File: config.mk
export PLATFORM = sky130hd
export DESIGN_NAME = ssc_top
export DESIGN_NICKNAME = d
export VERILOG_FILES = /design/src/logic/ssc_pkg.sv /design/src/logic/ssc_clk_div.sv /design/src/logic/ssc_shifter.sv /design/src/logic/ssc_top.sv
export SDC_FILE = /design/constraint.sdc
export NUM_CORES = 1
export LEC_CHECK = 0
export BUFFER_PORTS_ARGS = -buffer_cell sky130_fd_sc_hd__buf_4
export CORE_UTILIZATION = 49
export CTS_BUF_LIST = sky130_fd_sc_hd__clkbuf_4 sky130_fd_sc_hd__clkbuf_8 sky130_fd_sc_hd__clkbuf_16
export DETAILED_ROUTE_END_ITERATION = 16
export PLACE_DENSITY = 0.76
export RECOVER_POWER = 25
export SYNTH_ARGS = -nofsm -noshare
export SYNTH_HDL_FRONTEND = slang
export SYNTH_SLANG_ARGS = --single-unit
export TNS_END_PERCENT = 30
File: constraint.sdc
create_clock -name pclk -period 2.3 [get_ports pclk]
set_clock_uncertainty 0.2 [all_clocks]
set_input_delay 0.46 -clock pclk [delete_from_list [all_inputs] [get_ports pclk]]
set_output_delay 0.46 -clock pclk [all_outputs]
set_load 0.05 [all_outputs]
File: src/logic/ssc_pkg.sv
// Shared constants for the synchronous serial control block
package ssc_pkg;

  // ***************************************************************
  // Register byte offsets
  // ***************************************************************
  localparam logic [7:0] OFS_IFACE_ENABLE_CONTROL = 8'h00;
  localparam logic [7:0] OFS_SERIAL_TRANSFER_CTRL = 8'h04;
  localparam logic [7:0] OFS_DATA_BUFFER          = 8'h08;
  localparam logic [7:0] OFS_MODE_CTRL_STATUS     = 8'h0C;
  localparam logic [7:0] OFS_IDLE_AND_RATE        = 8'h10;

  // ***************************************************************
  // Field positions
  // ***************************************************************
  localparam int BIT_IFACE_ENABLE   = 7;
  localparam int BIT_TRANSFER_RUN   = 7;
  localparam int BIT_TRANSFER_ABORT = 6;
  localparam int POS_TRANSFER_SEL   = 4;
  localparam int BIT_CR1_FIXED_ONE  = 3;
  localparam int POS_SCLK_SEL       = 0;
  localparam int POS_MODE_SEL       = 2;
  localparam int BIT_XFER_ACTIVE    = 3;
  localparam int BIT_SHIFT_ACTIVE   = 2;
  localparam int BIT_IDLE_RUN       = 6;

  // ***************************************************************
  // Reset values and encodings
  // ***************************************************************
  localparam logic [2:0] SCLK_SEL_RESET = 3'h1;
  localparam logic [2:0] SCLK_EXTERNAL  = 3'h7;
  localparam logic [1:0] XSEL_TX        = 2'h0;
  localparam logic [1:0] XSEL_TRX       = 2'h2;
  localparam logic [1:0] XSEL_RX        = 2'h3;
  localparam logic [1:0] MODE_PORT      = 2'h0;
  localparam logic [1:0] MODE_SIO       = 2'h1;
  localparam logic [1:0] MODE_TWO_WIRE  = 2'h2;
  localparam int         SCLK_EXP_BASE  = 3;
  localparam logic [7:0] SR_ONES_MASK   = 8'hF3;
  localparam logic [7:0] BR0_READ_FIXED = 8'hBE;

  // ***************************************************************
  // Engine states
  // ***************************************************************
  typedef enum logic [2:0] {
    ST_IDLE  = 3'b001,
    ST_LOAD  = 3'b010,
    ST_SHIFT = 3'b100
  } ssc_state_type;

endpackage

File: src/logic/ssc_clk_div.sv
// Serial clock divider producing half-period ticks
`timescale 1ns/1ps
module ssc_clk_div
  import ssc_pkg::*;
#(
  parameter int CNT_W = 10
) (
  // Clock and reset
  input  wire logic       pclk,
  input  wire logic       presetn,
  // Control
  input  wire logic       run,
  input  wire logic [2:0] sclk_select,
  // Half-period tick
  output logic            tick
);

  logic [CNT_W-1:0] cnt;
  logic [CNT_W-1:0] next_cnt;
  logic [CNT_W-1:0] limit;

  // Half period is 2^n system clocks, n = code + 3
  always_comb begin
    limit    = CNT_W'((1 << (int'(sclk_select) + SCLK_EXP_BASE)) - 1);
    tick     = run && (cnt == limit);
    next_cnt = (!run || tick) ? '0 : CNT_W'(cnt + 1'b1);
  end

  always_ff @(posedge pclk or negedge presetn) begin
    if (!presetn) begin
      cnt <= '0;
    end else begin
      cnt <= next_cnt;
    end
  end
endmodule

File: src/logic/ssc_shifter.sv
// LSB-first shift register with bit counter
`timescale 1ns/1ps
module ssc_shifter #(
  parameter int WIDTH = 8
) (
  // Clock and reset
  input  wire logic             pclk,
  input  wire logic             presetn,
  // Control
  input  wire logic             load,
  input  wire logic [WIDTH-1:0] load_data,
  input  wire logic             fall,
  input  wire logic             rise,
  // Serial lines
  input  wire logic             serial_in,
  output logic                  serial_out,
  // Status
  output logic [WIDTH-1:0]      word,
  output logic                  last_bit
);

  localparam int CW = $clog2(WIDTH);

  logic [CW-1:0]    cnt;
  logic [CW-1:0]    next_cnt;
  logic [WIDTH-1:0] next_word;
  logic             next_serial_out;

  always_comb begin
    last_bit        = (cnt == CW'(WIDTH - 1));
    next_cnt        = cnt;
    next_word       = word;
    next_serial_out = serial_out;
    if (load) begin
      next_word = load_data;
      next_cnt  = '0;
    end else begin
      // Output on falling edge, sample on rising edge
      if (fall) begin
        next_serial_out = word[0];
      end
      if (rise) begin
        next_word = {serial_in, word[WIDTH-1:1]};
        next_cnt  = last_bit ? '0 : CW'(cnt + 1'b1);
      end
    end
  end

  always_ff @(posedge pclk or negedge presetn) begin
    if (!presetn) begin
      cnt        <= '0;
      word       <= '0;
      serial_out <= 1'b1;
    end else begin
      cnt        <= next_cnt;
      word       <= next_word;
      serial_out <= next_serial_out;
    end
  end

endmodule

File: src/logic/ssc_top.sv
// Synchronous serial control block with APB register slave
//
// Design decisions made here: register access over APB and the register offsets.
`timescale 1ns/1ps
module ssc_top
  import ssc_pkg::*;
#(
  parameter int ADDR_W = 8,
  parameter int WORD_W = 8
) (
  // APB
  input  wire logic              pclk,
  input  wire logic              presetn,
  input  wire logic              psel,
  input  wire logic              penable,
  input  wire logic              pwrite,
  input  wire logic [ADDR_W-1:0] paddr,
  input  wire logic [31:0]       pwdata,
  output logic [31:0]            prdata,
  output logic                   pready,
  output logic                   pslverr,
  // System
  input  wire logic              idle_mode,
  output logic                   iface_irq,
  // Serial pins
  output logic                   serial_out_pin,
  input  wire logic              serial_in_pin,
  input  wire logic              serial_clock_pin_in,
  output logic                   serial_clock_pin_out,
  output logic                   serial_clock_pin_oe_n
);

  // ***************************************************************
  // State
  // ***************************************************************
  ssc_state_type     state;
  ssc_state_type     next_state;
  logic              iface_enable,    next_iface_enable;
  logic              transfer_run,    next_transfer_run;
  logic              transfer_abort,  next_transfer_abort;
  logic [1:0]        transfer_select, next_transfer_select;
  logic [2:0]        sclk_select,     next_sclk_select;
  logic              sclk_written,    next_sclk_written;
  logic [1:0]        iface_mode_select, next_iface_mode_select;
  logic              idle_run,        next_idle_run;
  logic [WORD_W-1:0] tx_data,         next_tx_data;
  logic [WORD_W-1:0] rx_data,         next_rx_data;
  logic              tx_full,         next_tx_full;
  logic              rx_full,         next_rx_full;
  logic              rx_pending,      next_rx_pending;
  logic              sclk_int,        next_sclk_int;
  logic              sclk_prev,       next_sclk_prev;
  logic              next_iface_irq;
  logic [31:0]       next_prdata;

  logic              setup_ph;
  logic              wr_acc;
  logic              rd_acc;
  logic              mapped;
  logic              sio_mode;
  logic              run_en;
  logic              is_ext;
  logic              sclk_lvl;
  logic              fall;
  logic              rise;
  logic              tick;
  logic              sh_load;
  logic [WORD_W-1:0] sh_word;
  logic              sh_last;
  logic              uses_tx;
  logic              uses_rx;
  logic              ready_go;

  // ***************************************************************
  // Submodules
  // ***************************************************************
  ssc_clk_div u_div (
    .pclk        (pclk),
    .presetn     (presetn),
    .run         (run_en && !is_ext && state == ST_SHIFT),
    .sclk_select (sclk_select),
    .tick        (tick)
  );

  ssc_shifter #(.WIDTH(WORD_W)) u_shift (
    .pclk       (pclk),
    .presetn    (presetn),
    .load       (sh_load),
    .load_data  (tx_data),
    .fall       (fall),
    .rise       (rise),
    .serial_in  (serial_in_pin),
    .serial_out (serial_out_pin),
    .word       (sh_word),
    .last_bit   (sh_last)
  );

  // ***************************************************************
  // Bus decode and serial clock
  // ***************************************************************
  always_comb begin
    setup_ph = psel && !penable;
    wr_acc   = psel && penable && pwrite;
    rd_acc   = psel && penable && !pwrite;
    mapped   = (paddr == OFS_IFACE_ENABLE_CONTROL) || (paddr == OFS_SERIAL_TRANSFER_CTRL) ||
               (paddr == OFS_DATA_BUFFER) || (paddr == OFS_MODE_CTRL_STATUS) ||
               (paddr == OFS_IDLE_AND_RATE);
    pready   = 1'b1;
    pslverr  = psel && penable && !mapped;
    sio_mode = (iface_mode_select == MODE_SIO);
    run_en   = iface_enable && sio_mode && !(idle_mode && !idle_run);
    is_ext   = (sclk_select == SCLK_EXTERNAL);
    sclk_lvl = is_ext ? serial_clock_pin_in : sclk_int;
    fall     = run_en && (state == ST_SHIFT) && sclk_prev && !sclk_lvl;
    rise     = run_en && (state == ST_SHIFT) && !sclk_prev && sclk_lvl;
    uses_tx  = (transfer_select == XSEL_TX) || (transfer_select == XSEL_TRX);
    uses_rx  = (transfer_select == XSEL_RX) || (transfer_select == XSEL_TRX);
    ready_go = (!uses_tx || tx_full) && (!uses_rx || !rx_full);
    sh_load  = run_en && (state == ST_LOAD) && !rx_pending && transfer_run && !transfer_abort &&
               ready_go;
    serial_clock_pin_out  = sclk_int;
    serial_clock_pin_oe_n = is_ext || !iface_enable;
  end

  // ***************************************************************
  // Next-state logic
  // ***************************************************************
  always_comb begin
    next_state             = state;
    next_iface_enable      = iface_enable;
    next_transfer_run      = transfer_run;
    next_transfer_abort    = transfer_abort;
    next_transfer_select   = transfer_select;
    next_sclk_select       = sclk_select;
    next_sclk_written      = sclk_written;
    next_iface_mode_select = iface_mode_select;
    next_idle_run          = idle_run;
    next_tx_data           = tx_data;
    next_rx_data           = rx_data;
    next_tx_full           = tx_full;
    next_rx_full           = rx_full;
    next_rx_pending        = rx_pending;
    next_sclk_int          = sclk_int;
    next_sclk_prev         = sclk_lvl;
    next_iface_irq         = 1'b0;
    next_prdata            = prdata;

    // Read data captured in setup, presented in access
    if (setup_ph) begin
      next_prdata = '0;
      if (!pwrite) begin
        unique case (paddr)
          OFS_IFACE_ENABLE_CONTROL: next_prdata[BIT_IFACE_ENABLE] = iface_enable;
          OFS_SERIAL_TRANSFER_CTRL: begin
            next_prdata[BIT_TRANSFER_RUN]   = transfer_run;
            next_prdata[BIT_TRANSFER_ABORT] = transfer_abort;
            next_prdata[POS_TRANSFER_SEL+:2] = transfer_select;
            next_prdata[BIT_CR1_FIXED_ONE]  = 1'b1;
            next_prdata[POS_SCLK_SEL+:3]    = sclk_select;
          end
          OFS_DATA_BUFFER: next_prdata[WORD_W-1:0] = rx_data;
          OFS_MODE_CTRL_STATUS: begin
            next_prdata[7:0] = sio_mode ? SR_ONES_MASK : 8'h00;
            next_prdata[BIT_XFER_ACTIVE]  = (state != ST_IDLE);
            next_prdata[BIT_SHIFT_ACTIVE] = (state == ST_SHIFT);
          end
          OFS_IDLE_AND_RATE: begin
            next_prdata[7:0] = BR0_READ_FIXED;
            next_prdata[BIT_IDLE_RUN] = idle_run;
          end
          default: next_prdata = '0;
        endcase
      end
    end

    // Register writes; only control register 0 while disabled
    if (wr_acc && paddr == OFS_IFACE_ENABLE_CONTROL) begin
      next_iface_enable = pwdata[BIT_IFACE_ENABLE];
    end
    if (wr_acc && iface_enable) begin
      unique case (paddr)
        OFS_SERIAL_TRANSFER_CTRL: begin
          next_transfer_run    = pwdata[BIT_TRANSFER_RUN];
          next_transfer_abort  = pwdata[BIT_TRANSFER_ABORT];
          next_transfer_select = pwdata[POS_TRANSFER_SEL+:2];
          next_sclk_select     = pwdata[POS_SCLK_SEL+:3];
          next_sclk_written    = 1'b1;
        end
        OFS_DATA_BUFFER: begin
          next_tx_data = pwdata[WORD_W-1:0];
          next_tx_full = 1'b1;
        end
        OFS_MODE_CTRL_STATUS: begin
          next_iface_mode_select = pwdata[POS_MODE_SEL+:2];
          if (pwdata[POS_MODE_SEL+:2] == MODE_SIO && !sclk_written) begin
            next_sclk_select[0] = 1'b0;
          end
        end
        OFS_IDLE_AND_RATE: next_idle_run = pwdata[BIT_IDLE_RUN];
        default: next_idle_run = idle_run;
      endcase
    end
    if (rd_acc && iface_enable && paddr == OFS_DATA_BUFFER) begin
      next_rx_full = 1'b0;
    end

    // Transfer engine
    if (run_en) begin
      if (tick) begin
        next_sclk_int = !sclk_int;
      end
      unique case (state)
        ST_IDLE: begin
          next_sclk_int = 1'b1;
          if (transfer_run && !transfer_abort) begin
            next_state = ST_LOAD;
          end
        end
        ST_LOAD: begin
          if (transfer_abort) begin
            next_state      = ST_IDLE;
            next_rx_pending = 1'b0;
          end else if (rx_pending) begin
            next_rx_data    = sh_word;
            next_rx_full    = 1'b1;
            next_rx_pending = 1'b0;
            next_iface_irq  = 1'b1;
          end else if (!transfer_run) begin
            next_state = ST_IDLE;
          end else if (ready_go) begin
            next_state = ST_SHIFT;
            if (uses_tx) begin
              // A buffer write in this same cycle keeps the buffer full
              next_tx_full   = wr_acc && iface_enable && (paddr == OFS_DATA_BUFFER);
              next_iface_irq = 1'b1;
            end
          end
        end
        ST_SHIFT: begin
          if (transfer_abort) begin
            next_state    = ST_IDLE;
            next_sclk_int = 1'b1;
          end else if (rise && sh_last) begin
            next_state      = ST_LOAD;
            next_rx_pending = uses_rx;
          end
        end
        default: next_state = ST_IDLE;
      endcase
    end
  end

  // ***************************************************************
  // Registers
  // ***************************************************************
  always_ff @(posedge pclk or negedge presetn) begin
    if (!presetn) begin
      state             <= ST_IDLE;
      iface_enable      <= 1'b0;
      transfer_run      <= 1'b0;
      transfer_abort    <= 1'b0;
      transfer_select   <= XSEL_TX;
      sclk_select       <= SCLK_SEL_RESET;
      sclk_written      <= 1'b0;
      iface_mode_select <= MODE_PORT;
      idle_run          <= 1'b0;
      tx_data           <= '0;
      rx_data           <= '0;
      tx_full           <= 1'b0;
      rx_full           <= 1'b0;
      rx_pending        <= 1'b0;
      sclk_int          <= 1'b1;
      sclk_prev         <= 1'b1;
      iface_irq         <= 1'b0;
      prdata            <= '0;
    end else begin
      state             <= next_state;
      iface_enable      <= next_iface_enable;
      transfer_run      <= next_transfer_run;
      transfer_abort    <= next_transfer_abort;
      transfer_select   <= next_transfer_select;
      sclk_select       <= next_sclk_select;
      sclk_written      <= next_sclk_written;
      iface_mode_select <= next_iface_mode_select;
      idle_run          <= next_idle_run;
      tx_data           <= next_tx_data;
      rx_data           <= next_rx_data;
      tx_full           <= next_tx_full;
      rx_full           <= next_rx_full;
      rx_pending        <= next_rx_pending;
      sclk_int          <= next_sclk_int;
      sclk_prev         <= next_sclk_prev;
      iface_irq         <= next_iface_irq;
      prdata            <= next_prdata;
    end
  end
endmodule

======== After elaboration in Yosys (flattened, before gate mapping) ========
Index checks and enable logic that the tools add are counted.
Widths: inputs -> output; s select.
cells by class
  add/sub/neg operators ................... 4
  multiply operators ...................... 0
  div/mod/pow operators ................... 0
  magnitude comparators ................... 0
  eq/ne operators ......................... 22
  shift operators ......................... 1
  muxes and demuxes ....................... 48
  bitwise operators ....................... 2
  reductions and logical operators ........ 71
operators with widths
  kind                   count
  $mux 8                 4
  $shl 1x32->10 const A  1
  $logic_and 1x1->1      30
  $mux 3                 10
  $pmux 7 s4             1
  $mux 1                 27
  $logic_not 1->1        17
  $eq 8x4->1 const B     2
  $add 10x1->10 const B  1
  $eq 10x10->1           1
  $logic_or 1x1->1       10
  $mux 10                1
  $reduce_and 2->1       5
  $sub 10x2->10 const B  1
  $eq 3x3->1 const B     3
  $pmux 3 s3             1
  $eq 8x3->1 const B     1
  $eq 8x5->1 const B     1
  $logic_not 8->1        1
  $reduce_and 4->1       2
  $pmux 1 s2             3
  $reduce_bool 2->1      3
  $pmux 1 s5             1
  $reduce_and 5->1       1
  other kinds (15)       20
storage, ports and cells
  register bits ........................... 91
  latch bits .............................. 0
  bits in writable memories ............... 0
  memory bits (read-only) ................. 0
  memories kept ........................... 0

======== Depth between registers and ports, before layout ========
Gate-level depths: netlist of run 1.
  depth after elaboration ................. 11
  gate-level depth with buffers ........... 8
  mapped depth without buffers ............ 6

======== Cells and area by module ========
A second synthesis of run 1 with hierarchy kept.
second synthesis, totals
  cells, all modules ...................... 377
  area, all modules ....................... 3769.9 µm²
modules (own cells, without submodules)
  module       instances  cells an instance  area each (µm²)  seq. area each (µm²)
  ssc_top      1          236                2443.6           1131.1
  ssc_clk_div  1          91                 767.0            250.2
  ssc_shifter  1          50                 559.3            301.5

======== Worst setup path before layout of run 1 ========
OpenSTA, ideal clock, no wires.
  path type ............................... input port to output port
  from .................................... input port paddr[2]
  to ...................................... output port pslverr
  data arrival time ....................... 1.685 ns
  data required time ...................... 1.640 ns
  setup slack ............................. -0.045 ns
  cell stages on the path ................. 3
  path buffers ............................ 1
  cell sequence ........................... clkbuf_1 o21ai_0 a21oi_1
on the way
  word-level cells in the longest chain between the ends .. 7
  elaborated cells between the ends (all ways) .. 11
  those cells by class .................... eq/ne: 4; reduce/logical: 7
RTL lines
  item                                                  RTL line        text
  start: declaration                                    ssc_top.sv:17   input wire logic [ADDR_W-1:0] paddr,
  $eq 8x3->1 / $logic_not 8->1 (equally long branches)  ssc_top.sv:105  mapped = (paddr == OFS_IFACE_ENABLE_CONTROL) || (paddr == OFS_SERIAL_TRANSFER_CTRL) ||
  $logic_or 1x1->1 (2 in a row)                         ssc_top.sv:105
  $logic_or 1x1->1                                      ssc_top.sv:106  (paddr == OFS_DATA_BUFFER) || (paddr == OFS_MODE_CTRL_STATUS) ||
  $logic_or 1x1->1 *                                    ssc_top.sv:106
  $logic_not 1->1 *                                     ssc_top.sv:109  pslverr = psel && penable && !mapped;
  $logic_and 1x1->1 *                                   ssc_top.sv:109
  end: declaration                                      ssc_top.sv:21   output logic pslverr,
Every way passes the cells marked *; elsewhere a longest branch is shown, timed or not.

======== Worst setup path in the final report of run 1 ========
  from .................................... input port paddr[1]
  to ...................................... output port pslverr
The elaborated chain is that of the path after synthesis.

==> flow_summary.ini, run 1 <==
[floorplan]
die_h_um = 91.3
ios = 86
start_util_pct = 50.6
die_w_um = 91.3
die_area_um2 = 8340
floorplan.core_area_um2 = 7730
std_cell_rows = 32

[synth]
netlist_top_cells_area = dfrtp_1, buf_4, mux2i_1
syn_inst = 385
yosysSeqAreaShare_pct = 43.0
ys_warn_count = 0
synth-edff-count = 0
synth.distinct_cells = 69
syn_area_um2 = 3910
ys_ff_latch = 67
synth-main-ff-cell = dfrtp_1
synth.largest_area_cell = dfrtp_1
async_reset_ff_share_pct = 100
yosys.area.top_type_share_pct = 39.7
syn_area_per_cell_um2 = 10.2

[final_layout]
num_antenna_cells = 0
drive_gt1_share_pct = 26.8
area_delta_synth_final_pct = 14.7
num-fill-cells = 664
finalNetCount = 488
final_util_pct = 58.0
seq_area_um2 = 1680
multiInputGateArea_um2 = 2020

[detailed_routing]
firstDrtPassIters = 4
remaining_drc_errors = 0
routed_via_density = 5.53
wirelength_um = 8260
num_vias = 3001
drtIter0Drc = 169
wl_per_cell_um = 15.2
ant_nets = 0

[critical_path]
end_kind = output pin
startpoint_type = primary input
worstSetupPathType = primary input to output pin
timing.rr.end = serial_clock_pin_out
crit_arrival_ns = 1.56
r2r_cells = 5
r2r-start = sclk_select[0]
reg2reg_slack_ns = 0.14
crit_required_ns = 1.64
cp_max_fo = 3

[clock_network]
h-tree-depth = 3
cts.sinks = 67
cts_buffers = 9
cts_root_buf = clkbuf_8
hold_buffers = 0
clk_pin_slew_worst_paths_ns = 0.06
cts_tree = done
cts.path.max_buffers = 2
clk_latency_ns = 0.36

[pwr]
leakagePower_uw = 0.00207
ir_worst_vdd_uv = 236
power_density_nw_per_um2 = 509

[worst_hold_path]
worstHoldPathCells = 2
min_to = sclk_select[1]
hold_class = primary input to flop
hp-start = pwdata[1]

[place]
io_buffers = 36
gp_congestion = 0.844
dp_hpwl_um = 6060
place_ws_ns = -0.0120

[timing]
setup_violations = 0
max_slew.worst_pin.slew_ns = 1.64
layout_setup_ws_ns = 0.0833
clock.fmax_mhz = 451
min_period_ns = 2.22
relSlewSlack_pct = -9.63
drv_slew = 68
period_share_pct = 96.4
hold_viol = 0
rsz0062_at_grt = no

[status]
violations = capacitance limit, slew limit
status = finished, violations left

[grt]
grt_pass1_vias = 2877
grtUsageTotal_pct = 21.4
antenna_found_initial = 0
grt_max_degree = 68
grt_remaining_overflow = 0
grt_pass1_wl_um = 13900

[job]
drv_cap = 1
## worst max-delay path by stage
stage,startpoint,end,cells after the start
5_1_grt,iface_mode_select[1],u_shift.word[1],6
4_1_cts,sclk_select[0],serial_clock_pin_oe_n,4
3_3_place_gp,paddr[1],tx_data[4],6
6_report,paddr[1],pslverr,5
2_1_floorplan,paddr[1],tx_data[0],4
3_5_place_dp,paddr[1],tx_data[7],6
## critical path, stage by stage
cell and delay, ns:
buf_4 0.11, or4_4 0.56, nor2_1 0.17, a21oi_2 0.07, buf_4 0.19
## cell usage after synthesis, types with 3 or more instances
cell type,instances
a21oi_1,26
nand4_1,3
mux2_2,11
mux2i_1,14
nand3_1,13
mux2_1,8
xor2_1,3
ha_1,4
dfrtp_1,62
nand2_1,29
nor2b_1,12
inv_1,11
buf_4,25
dfstp_2,5
nand2b_1,6
o21ai_0,14
a311oi_1,3
nor2_1,35
clkbuf_1,5
nor3_1,10
buf_2,6
mux2_4,8
xnor2_1,8
nor4_1,5
buf_6,3
## power by group
part | total (uW) | internal, uW | leakage [uW] | switching (uW)
registers | 1180 | 1180 | 0.000911 | 0.711
logic | 212 | 45.8 | 0.00106 | 166
clock network | 890 | 452 | 0.0000974 | 438
## per-layer routing
layer  up-vias  global-route usage [%]  part of all wire [%]
met1      1479                    27.7                    45
met2        87                    34.9                    49
met3        14                    3.94                   4.0
met5         -                       0                     0
met4         0                    9.92                   1.9
li1       1421                       -                     -
## registers in the layout (all words and copies together) (netlist names), 2 cells and up
signal / count
iface_mode_select: 2
prdata: 8
rx_data: 8
sclk_select: 3
state: 3
transfer_select: 2
tx_data: 8
u_div.cnt: 10
u_shift.cnt: 3
u_shift.word: 8
## metrics by stage
step / area (um2) / hold slack [ns] / total power, uW / TNS (ns) / cells
finish: 4480 / 0.136 / 2280 / 0 / 543
global route: 4480 / 0.142 / 2350 / 0 / 543
CTS: 4470 / 0.0406 / 2290 / 0 / 542
detailed placement: 4290 / 0.261 / 1410 / -0.0217 / 526
global placement: 4290 / 0.252 / 1410 / -0.000232 / 526
floorplan: 4010 / -0.0356 / 1370 / 0 / 410
## area by class of cell
cell class | instances | area share (%)
tap | 102 | 2.85
clock inverter | 3 | 0.335
multi-input combinational | 292 | 45.1
sequential | 67 | 37.6
clock buffer | 13 | 3.57
timing repair buffer | 55 | 9.71
inverter | 11 | 0.921
## layout by cell type, fill, tap and decap left out, drive strengths merged, types with 15 or more instances in the layout
master,netlist,routed
dfrtp,62,62
buf,35,54
nor2,35,35
nand2,29,29
conb,2,27
mux2,27,27
a21oi,26,26
o21ai,17,17
nand3,15,15
## cell families after synthesis
logic type	share of synthesized area (%)
mux	12.1
fa+ha+maj	1.28
simple gates	20.7
buf+inv	8.06
flops	43.0
xor+xnor	2.46
compound gates	12.1
other cells	0.192
## timing repair
action                                 4_1_cts  5_1_grt
resized for setup                            0        3
endpoints found under the hold margin        0        0
buffers inserted                             0        1
setup endpoints to repair                    0       10
(Power assumes the default switching activity.)
==> run 2: changes to the inputs <==
--- a/config.mk
+++ b/config.mk
@@ -7,7 +7,7 @@
 export LEC_CHECK = 0
 export BUFFER_PORTS_ARGS = -buffer_cell sky130_fd_sc_hd__buf_4
 export CORE_UTILIZATION = 49
-export CTS_BUF_LIST = sky130_fd_sc_hd__clkbuf_4 sky130_fd_sc_hd__clkbuf_8 sky130_fd_sc_hd__clkbuf_16
+export CTS_BUF_LIST = sky130_fd_sc_hd__clkbuf_8 sky130_fd_sc_hd__clkbuf_16
 export DETAILED_ROUTE_END_ITERATION = 16
 export PLACE_DENSITY = 0.76
 export RECOVER_POWER = 25
==> flow_summary.ini, run 2 (same netlist as run 1, synthesis figures left out) <==
[timing]
rsz0062_at_grt = no
max_slew.worst_pin.slew_ns = 1.64
hold_viol = 0
setup_violations = 0
clock.fmax_mhz = 451
min_period_ns = 2.22
period_share_pct = 96.4
relSlewSlack_pct = -9.30
hold_slack_ns = 0.137
drv_slew = 68

[floorplan]
ios = 86
die_h_um = 91.3
die_area_um2 = 8340
start_util_pct = 50.6
floorplan.core_area_um2 = 7730
die_w_um = 91.3
std_cell_rows = 32

[final_layout]
num_antenna_cells = 0
area_delta_synth_final_pct = 14.4
design_area_um2 = 4470
mostFrequentLayoutCells = dfrtp_1, buf_4, nor2_1
instances_no_fill = 543
num-fill-cells = 668
final_common_cell = dfrtp_1
finalNetCount = 488
top_register = u_div.cnt
largest_reg_flops = 10
final_util_pct = 57.9
drive_gt1_share_pct = 26.1

[critical_path]
crit_slowest_cell = or4_4
crit_required_ns = 1.64
reg2reg_slack_ns = 0.12
timing.rr.end = serial_clock_pin_out
r2r-start = sclk_select[0]
crit_arrival_ns = 1.56
crit_cells = 5
r2r_cells = 5
worstPathCellList = buf_4, or4_4, nor2_1, a21oi_2, buf_4
crit_end = pslverr
critPathTopFamily = simple AND/OR/NAND/NOR gates
end_kind = output pin
worstSetupPathType = primary input to output pin
path_buf_inv = 2
slowest_delay_ns = 0.56
critPathMostFrequentCell = buf_4
startpoint_type = primary input
cp_max_fo = 3
startpoint = paddr[1]

[status]
status = finished, violations left
violations = capacitance limit, slew limit

[clock_network]
cts_buffers = 9
cts.path.max_buffers = 2
clk_latency_ns = 0.36
h-tree-depth = 3
cts_tree = done
cts_root_buf = clkbuf_8
clk_pin_slew_worst_paths_ns = 0.06
cts.sinks = 67
hold_buffers = 0

[pwr]
power_density_nw_per_um2 = 500
leakagePower_uw = 0.00207
ir_worst_vdd_uv = 234

[grt]
grtUsageTotal_pct = 21.5
grt_max_degree = 68
grt_pass1_vias = 2882
grt_remaining_overflow = 0
antenna_found_initial = 0
grt_pass1_wl_um = 13900

[detailed_routing]
firstDrtPassIters = 4
drtIter0Drc = 147
remaining_drc_errors = 0
wl_per_cell_um = 15.3
ant_nets = 0
num_vias = 2997
routed_via_density = 5.52
wirelength_um = 8290

[worst_hold_path]
hold_class = primary input to flop

[place]
dp_hpwl_um = 6060
io_buffers = 36
gp_congestion = 0.844
dpl_cell_area_um2 = 4290
place_inst = 526

[job]
drv_cap = 1
[run 2: through the flow]
stage	TNS, ns	setup WS [ns]	power [uW]
after global placement	-0.000232	-0.000232	1410
after detailed placement	-0.0217	-0.0120	1410
final	0	0.0822	2240
after global routing	0	0.00365	2300
after floorplan	0	0.110	1370
after CTS	0	0.0319	2250
[run 2: worst register-to-register path: cells and delay by family, from the launching register on]
kind,cells,cell delay [ns]
simple gates,1,0.40
compound gates,3,0.64
flops,1,0.61
mux,1,0.24
[run 2: final cells by class]
cell class | instances | area [um2] | share of cell area (%)
Clock buffer | 10 | 138 | 3.08
Clock inverter | 6 | 26.3 | 0.587
Inverter | 11 | 41.3 | 0.923
Multi-Input combinational cell | 292 | 2020 | 45.2
Sequential cell | 67 | 1680 | 37.7
Tap cell | 102 | 128 | 2.85
Timing Repair Buffer | 55 | 435 | 9.73
[run 2: what timing repair did]
item,CTS,global route
hold endpoints to repair,0,0
endpoints found under the setup margin,0,10
buffers inserted,0,1
resized for setup,0,3
[run 2: routing by layer]
layer	part of all wire [%]	routed length [um]	GRT usage (%)	vias to the layer above
li1	-	-	-	1420
met1	45	3720	27.8	1467
met2	49	4040	35.2	96
met3	4.6	381	3.94	14
met4	1.9	158	9.92	0
met5	0	0	0	-
[run 2: where the power goes]
group	total, uW	internal [uW]	switching, uW
Clock	844	403	441
Combinational	213	45.8	167
Sequential	1180	1180	0.745
[run 2: worst min-delay path by stage]
stage	start	cells past startpoint	to
detailed placement	sclk_written	1	sclk_written
global route	pwdata[4]	2	transfer_select[0]
global placement	sclk_written	1	sclk_written
floorplan	presetn	0	idle_run
finish	pwdata[1]	2	sclk_select[1]
CTS	presetn	1	u_shift.cnt[1]
==> run 3: changes to the inputs <==
--- a/config.mk
+++ b/config.mk
@@ -11,6 +11,7 @@
 export DETAILED_ROUTE_END_ITERATION = 16
 export PLACE_DENSITY = 0.76
 export RECOVER_POWER = 25
+export SETUP_SLACK_MARGIN = 0.5
 export SYNTH_ARGS = -nofsm -noshare
 export SYNTH_HDL_FRONTEND = slang
 export SYNTH_SLANG_ARGS = --single-unit
==> flow_summary.ini, run 3 (same netlist as run 1, synthesis figures left out) <==
[status]
status = complete, no violations

[critical_path]
worstSetupPathType = flop to flop
startpoint_type = flop
worstPathCellList = buf_4, o21ai_4, a2111oi_4, o311ai_4, nor4b_4, buf_6, nor3_1
crit_slowest_cell = dfstp_2
cp_max_fo = 9
crit_required_ns = 2.31
end_kind = flop
crit_arrival_ns = 2.16
slowest_delay_ns = 0.60
r2r_cells = 7

[place]
dp_hpwl_um = 6150
place_inst = 528
dpl_cell_area_um2 = 4320
io_buffers = 36
gp_congestion = 0.861

[clock_network]
h-tree-depth = 3
clk_latency_ns = 0.34
cts_buffers = 9
cts_tree = done
cts.path.max_buffers = 2
cts.sinks = 67
clk_pin_slew_worst_paths_ns = 0.08
cts_root_buf = clkbuf_8

[timing]
hold_viol = 0
max_slew.worst_pin.slew_ns = 0.694
relSlewSlack_pct = 53.7
rsz0062_at_grt = yes
clock.fmax_mhz = 465
period_share_pct = 93.4
setup_violations = 0
min_period_ns = 2.15
hold_slack_ns = 0.139
drv_slew = 0

[floorplan]
std_cell_rows = 32
start_util_pct = 50.6
die_w_um = 91.3
die_area_um2 = 8340
floorplan.core_area_um2 = 7730
die_h_um = 91.3
ios = 86

[grt]
antenna_found_initial = 0
grt_pass1_vias = 2949
grt_remaining_overflow = 0
grtUsageTotal_pct = 22.6
grt_max_degree = 41
grt_pass1_wl_um = 14700

[detailed_routing]
routed_via_density = 5.53
ant_nets = 0
drtIter0Drc = 129
firstDrtPassIters = 4
wirelength_um = 9010
remaining_drc_errors = 0
wl_per_cell_um = 16.3
num_vias = 3065

[pwr]
power_density_nw_per_um2 = 501
ir_worst_vdd_uv = 281
power_uw = 2400
leakagePower_uw = 0.00217

[job]
drv_cap = 0

[worst_hold_path]
worstHoldPathCells = 3
hold_class = primary input to flop

[final_layout]
final_common_cell = dfrtp_1
design_area_um2 = 4790
finalNetCount = 499
largest_reg_flops = 10
top_register = u_div.cnt
area_delta_synth_final_pct = 22.6
num_antenna_cells = 0
drive_gt1_share_pct = 31.9
final_util_pct = 62.0
instances_no_fill = 554
mostFrequentLayoutCells = dfrtp_1, buf_4, nor2_1
num-fill-cells = 605
run 3: worst paths after layout:
kind                       slack, ns        endpoint      startpoint
max in group asynchronous       0.28  sclk_select[1]         presetn
min reg2reg                     0.28    sclk_written    sclk_written
max                             0.15    u_div.cnt[8]  sclk_select[0]
min                             0.14  sclk_select[0]       pwdata[0]
max reg2reg                     0.15    u_div.cnt[8]  sclk_select[0]
min in group asynchronous       0.49    u_div.cnt[7]         presetn
run 3: report_power, final:
group / switching, uW / leakage, uW / internal [uW] / total, uW
clock network: 469 / 0.000108 / 532 / 1000
logic: 170 / 0.00115 / 51.8 / 222
registers: 0.823 / 0.000908 / 1180 / 1180
run 3: area by class of cell:
type                    count  area (um2)  area share, %
repair buffers             66         579           12.1
inverters                  11        41.3          0.861
clock buffers              10         138           2.87
flip-flops and latches     67        1690           35.2
well taps                 102         128           2.66
clock inverters             6        65.1           1.36
multi-input cells         292        2160           45.0
run 3: metal layers:
metal / wire length (um) / GRT usage (%) / vias up
met1: 3970 / 30.1 / 1507
met3: 451 / 4.69 / 10
li1: - / - / 1443
met5: 0 / 0 / -
met4: 105 / 8.86 / 0
met2: 4480 / 36.2 / 105
run 3: what timing repair did:
item                                    in CTS  in global routing
hold endpoints to repair                    23                  0
endpoints found under the setup margin      57                 59
buffers inserted                             4                  2
pin swaps                                    3                  6
resized for setup                           24                 12
gates cloned                                 0                  3
hold buffers                                 1                  0
run 3: metrics by stage:
step,setup WS [ns],setup TNS (ns)
floorplan,0.110,0
global placement,-0.00624,-0.0446
detailed placement,-0.0195,-0.133
CTS,0.175,0
global route,0.0439,0
finish,0.151,0
run 3: critical path, delay by kind of cell, from the launching register on:
kind / cells / cell delay (ns)
simple gates: 2 / 0.30
compound gates: 3 / 0.60
flops: 1 / 0.60
buf+inv: 2 / 0.31
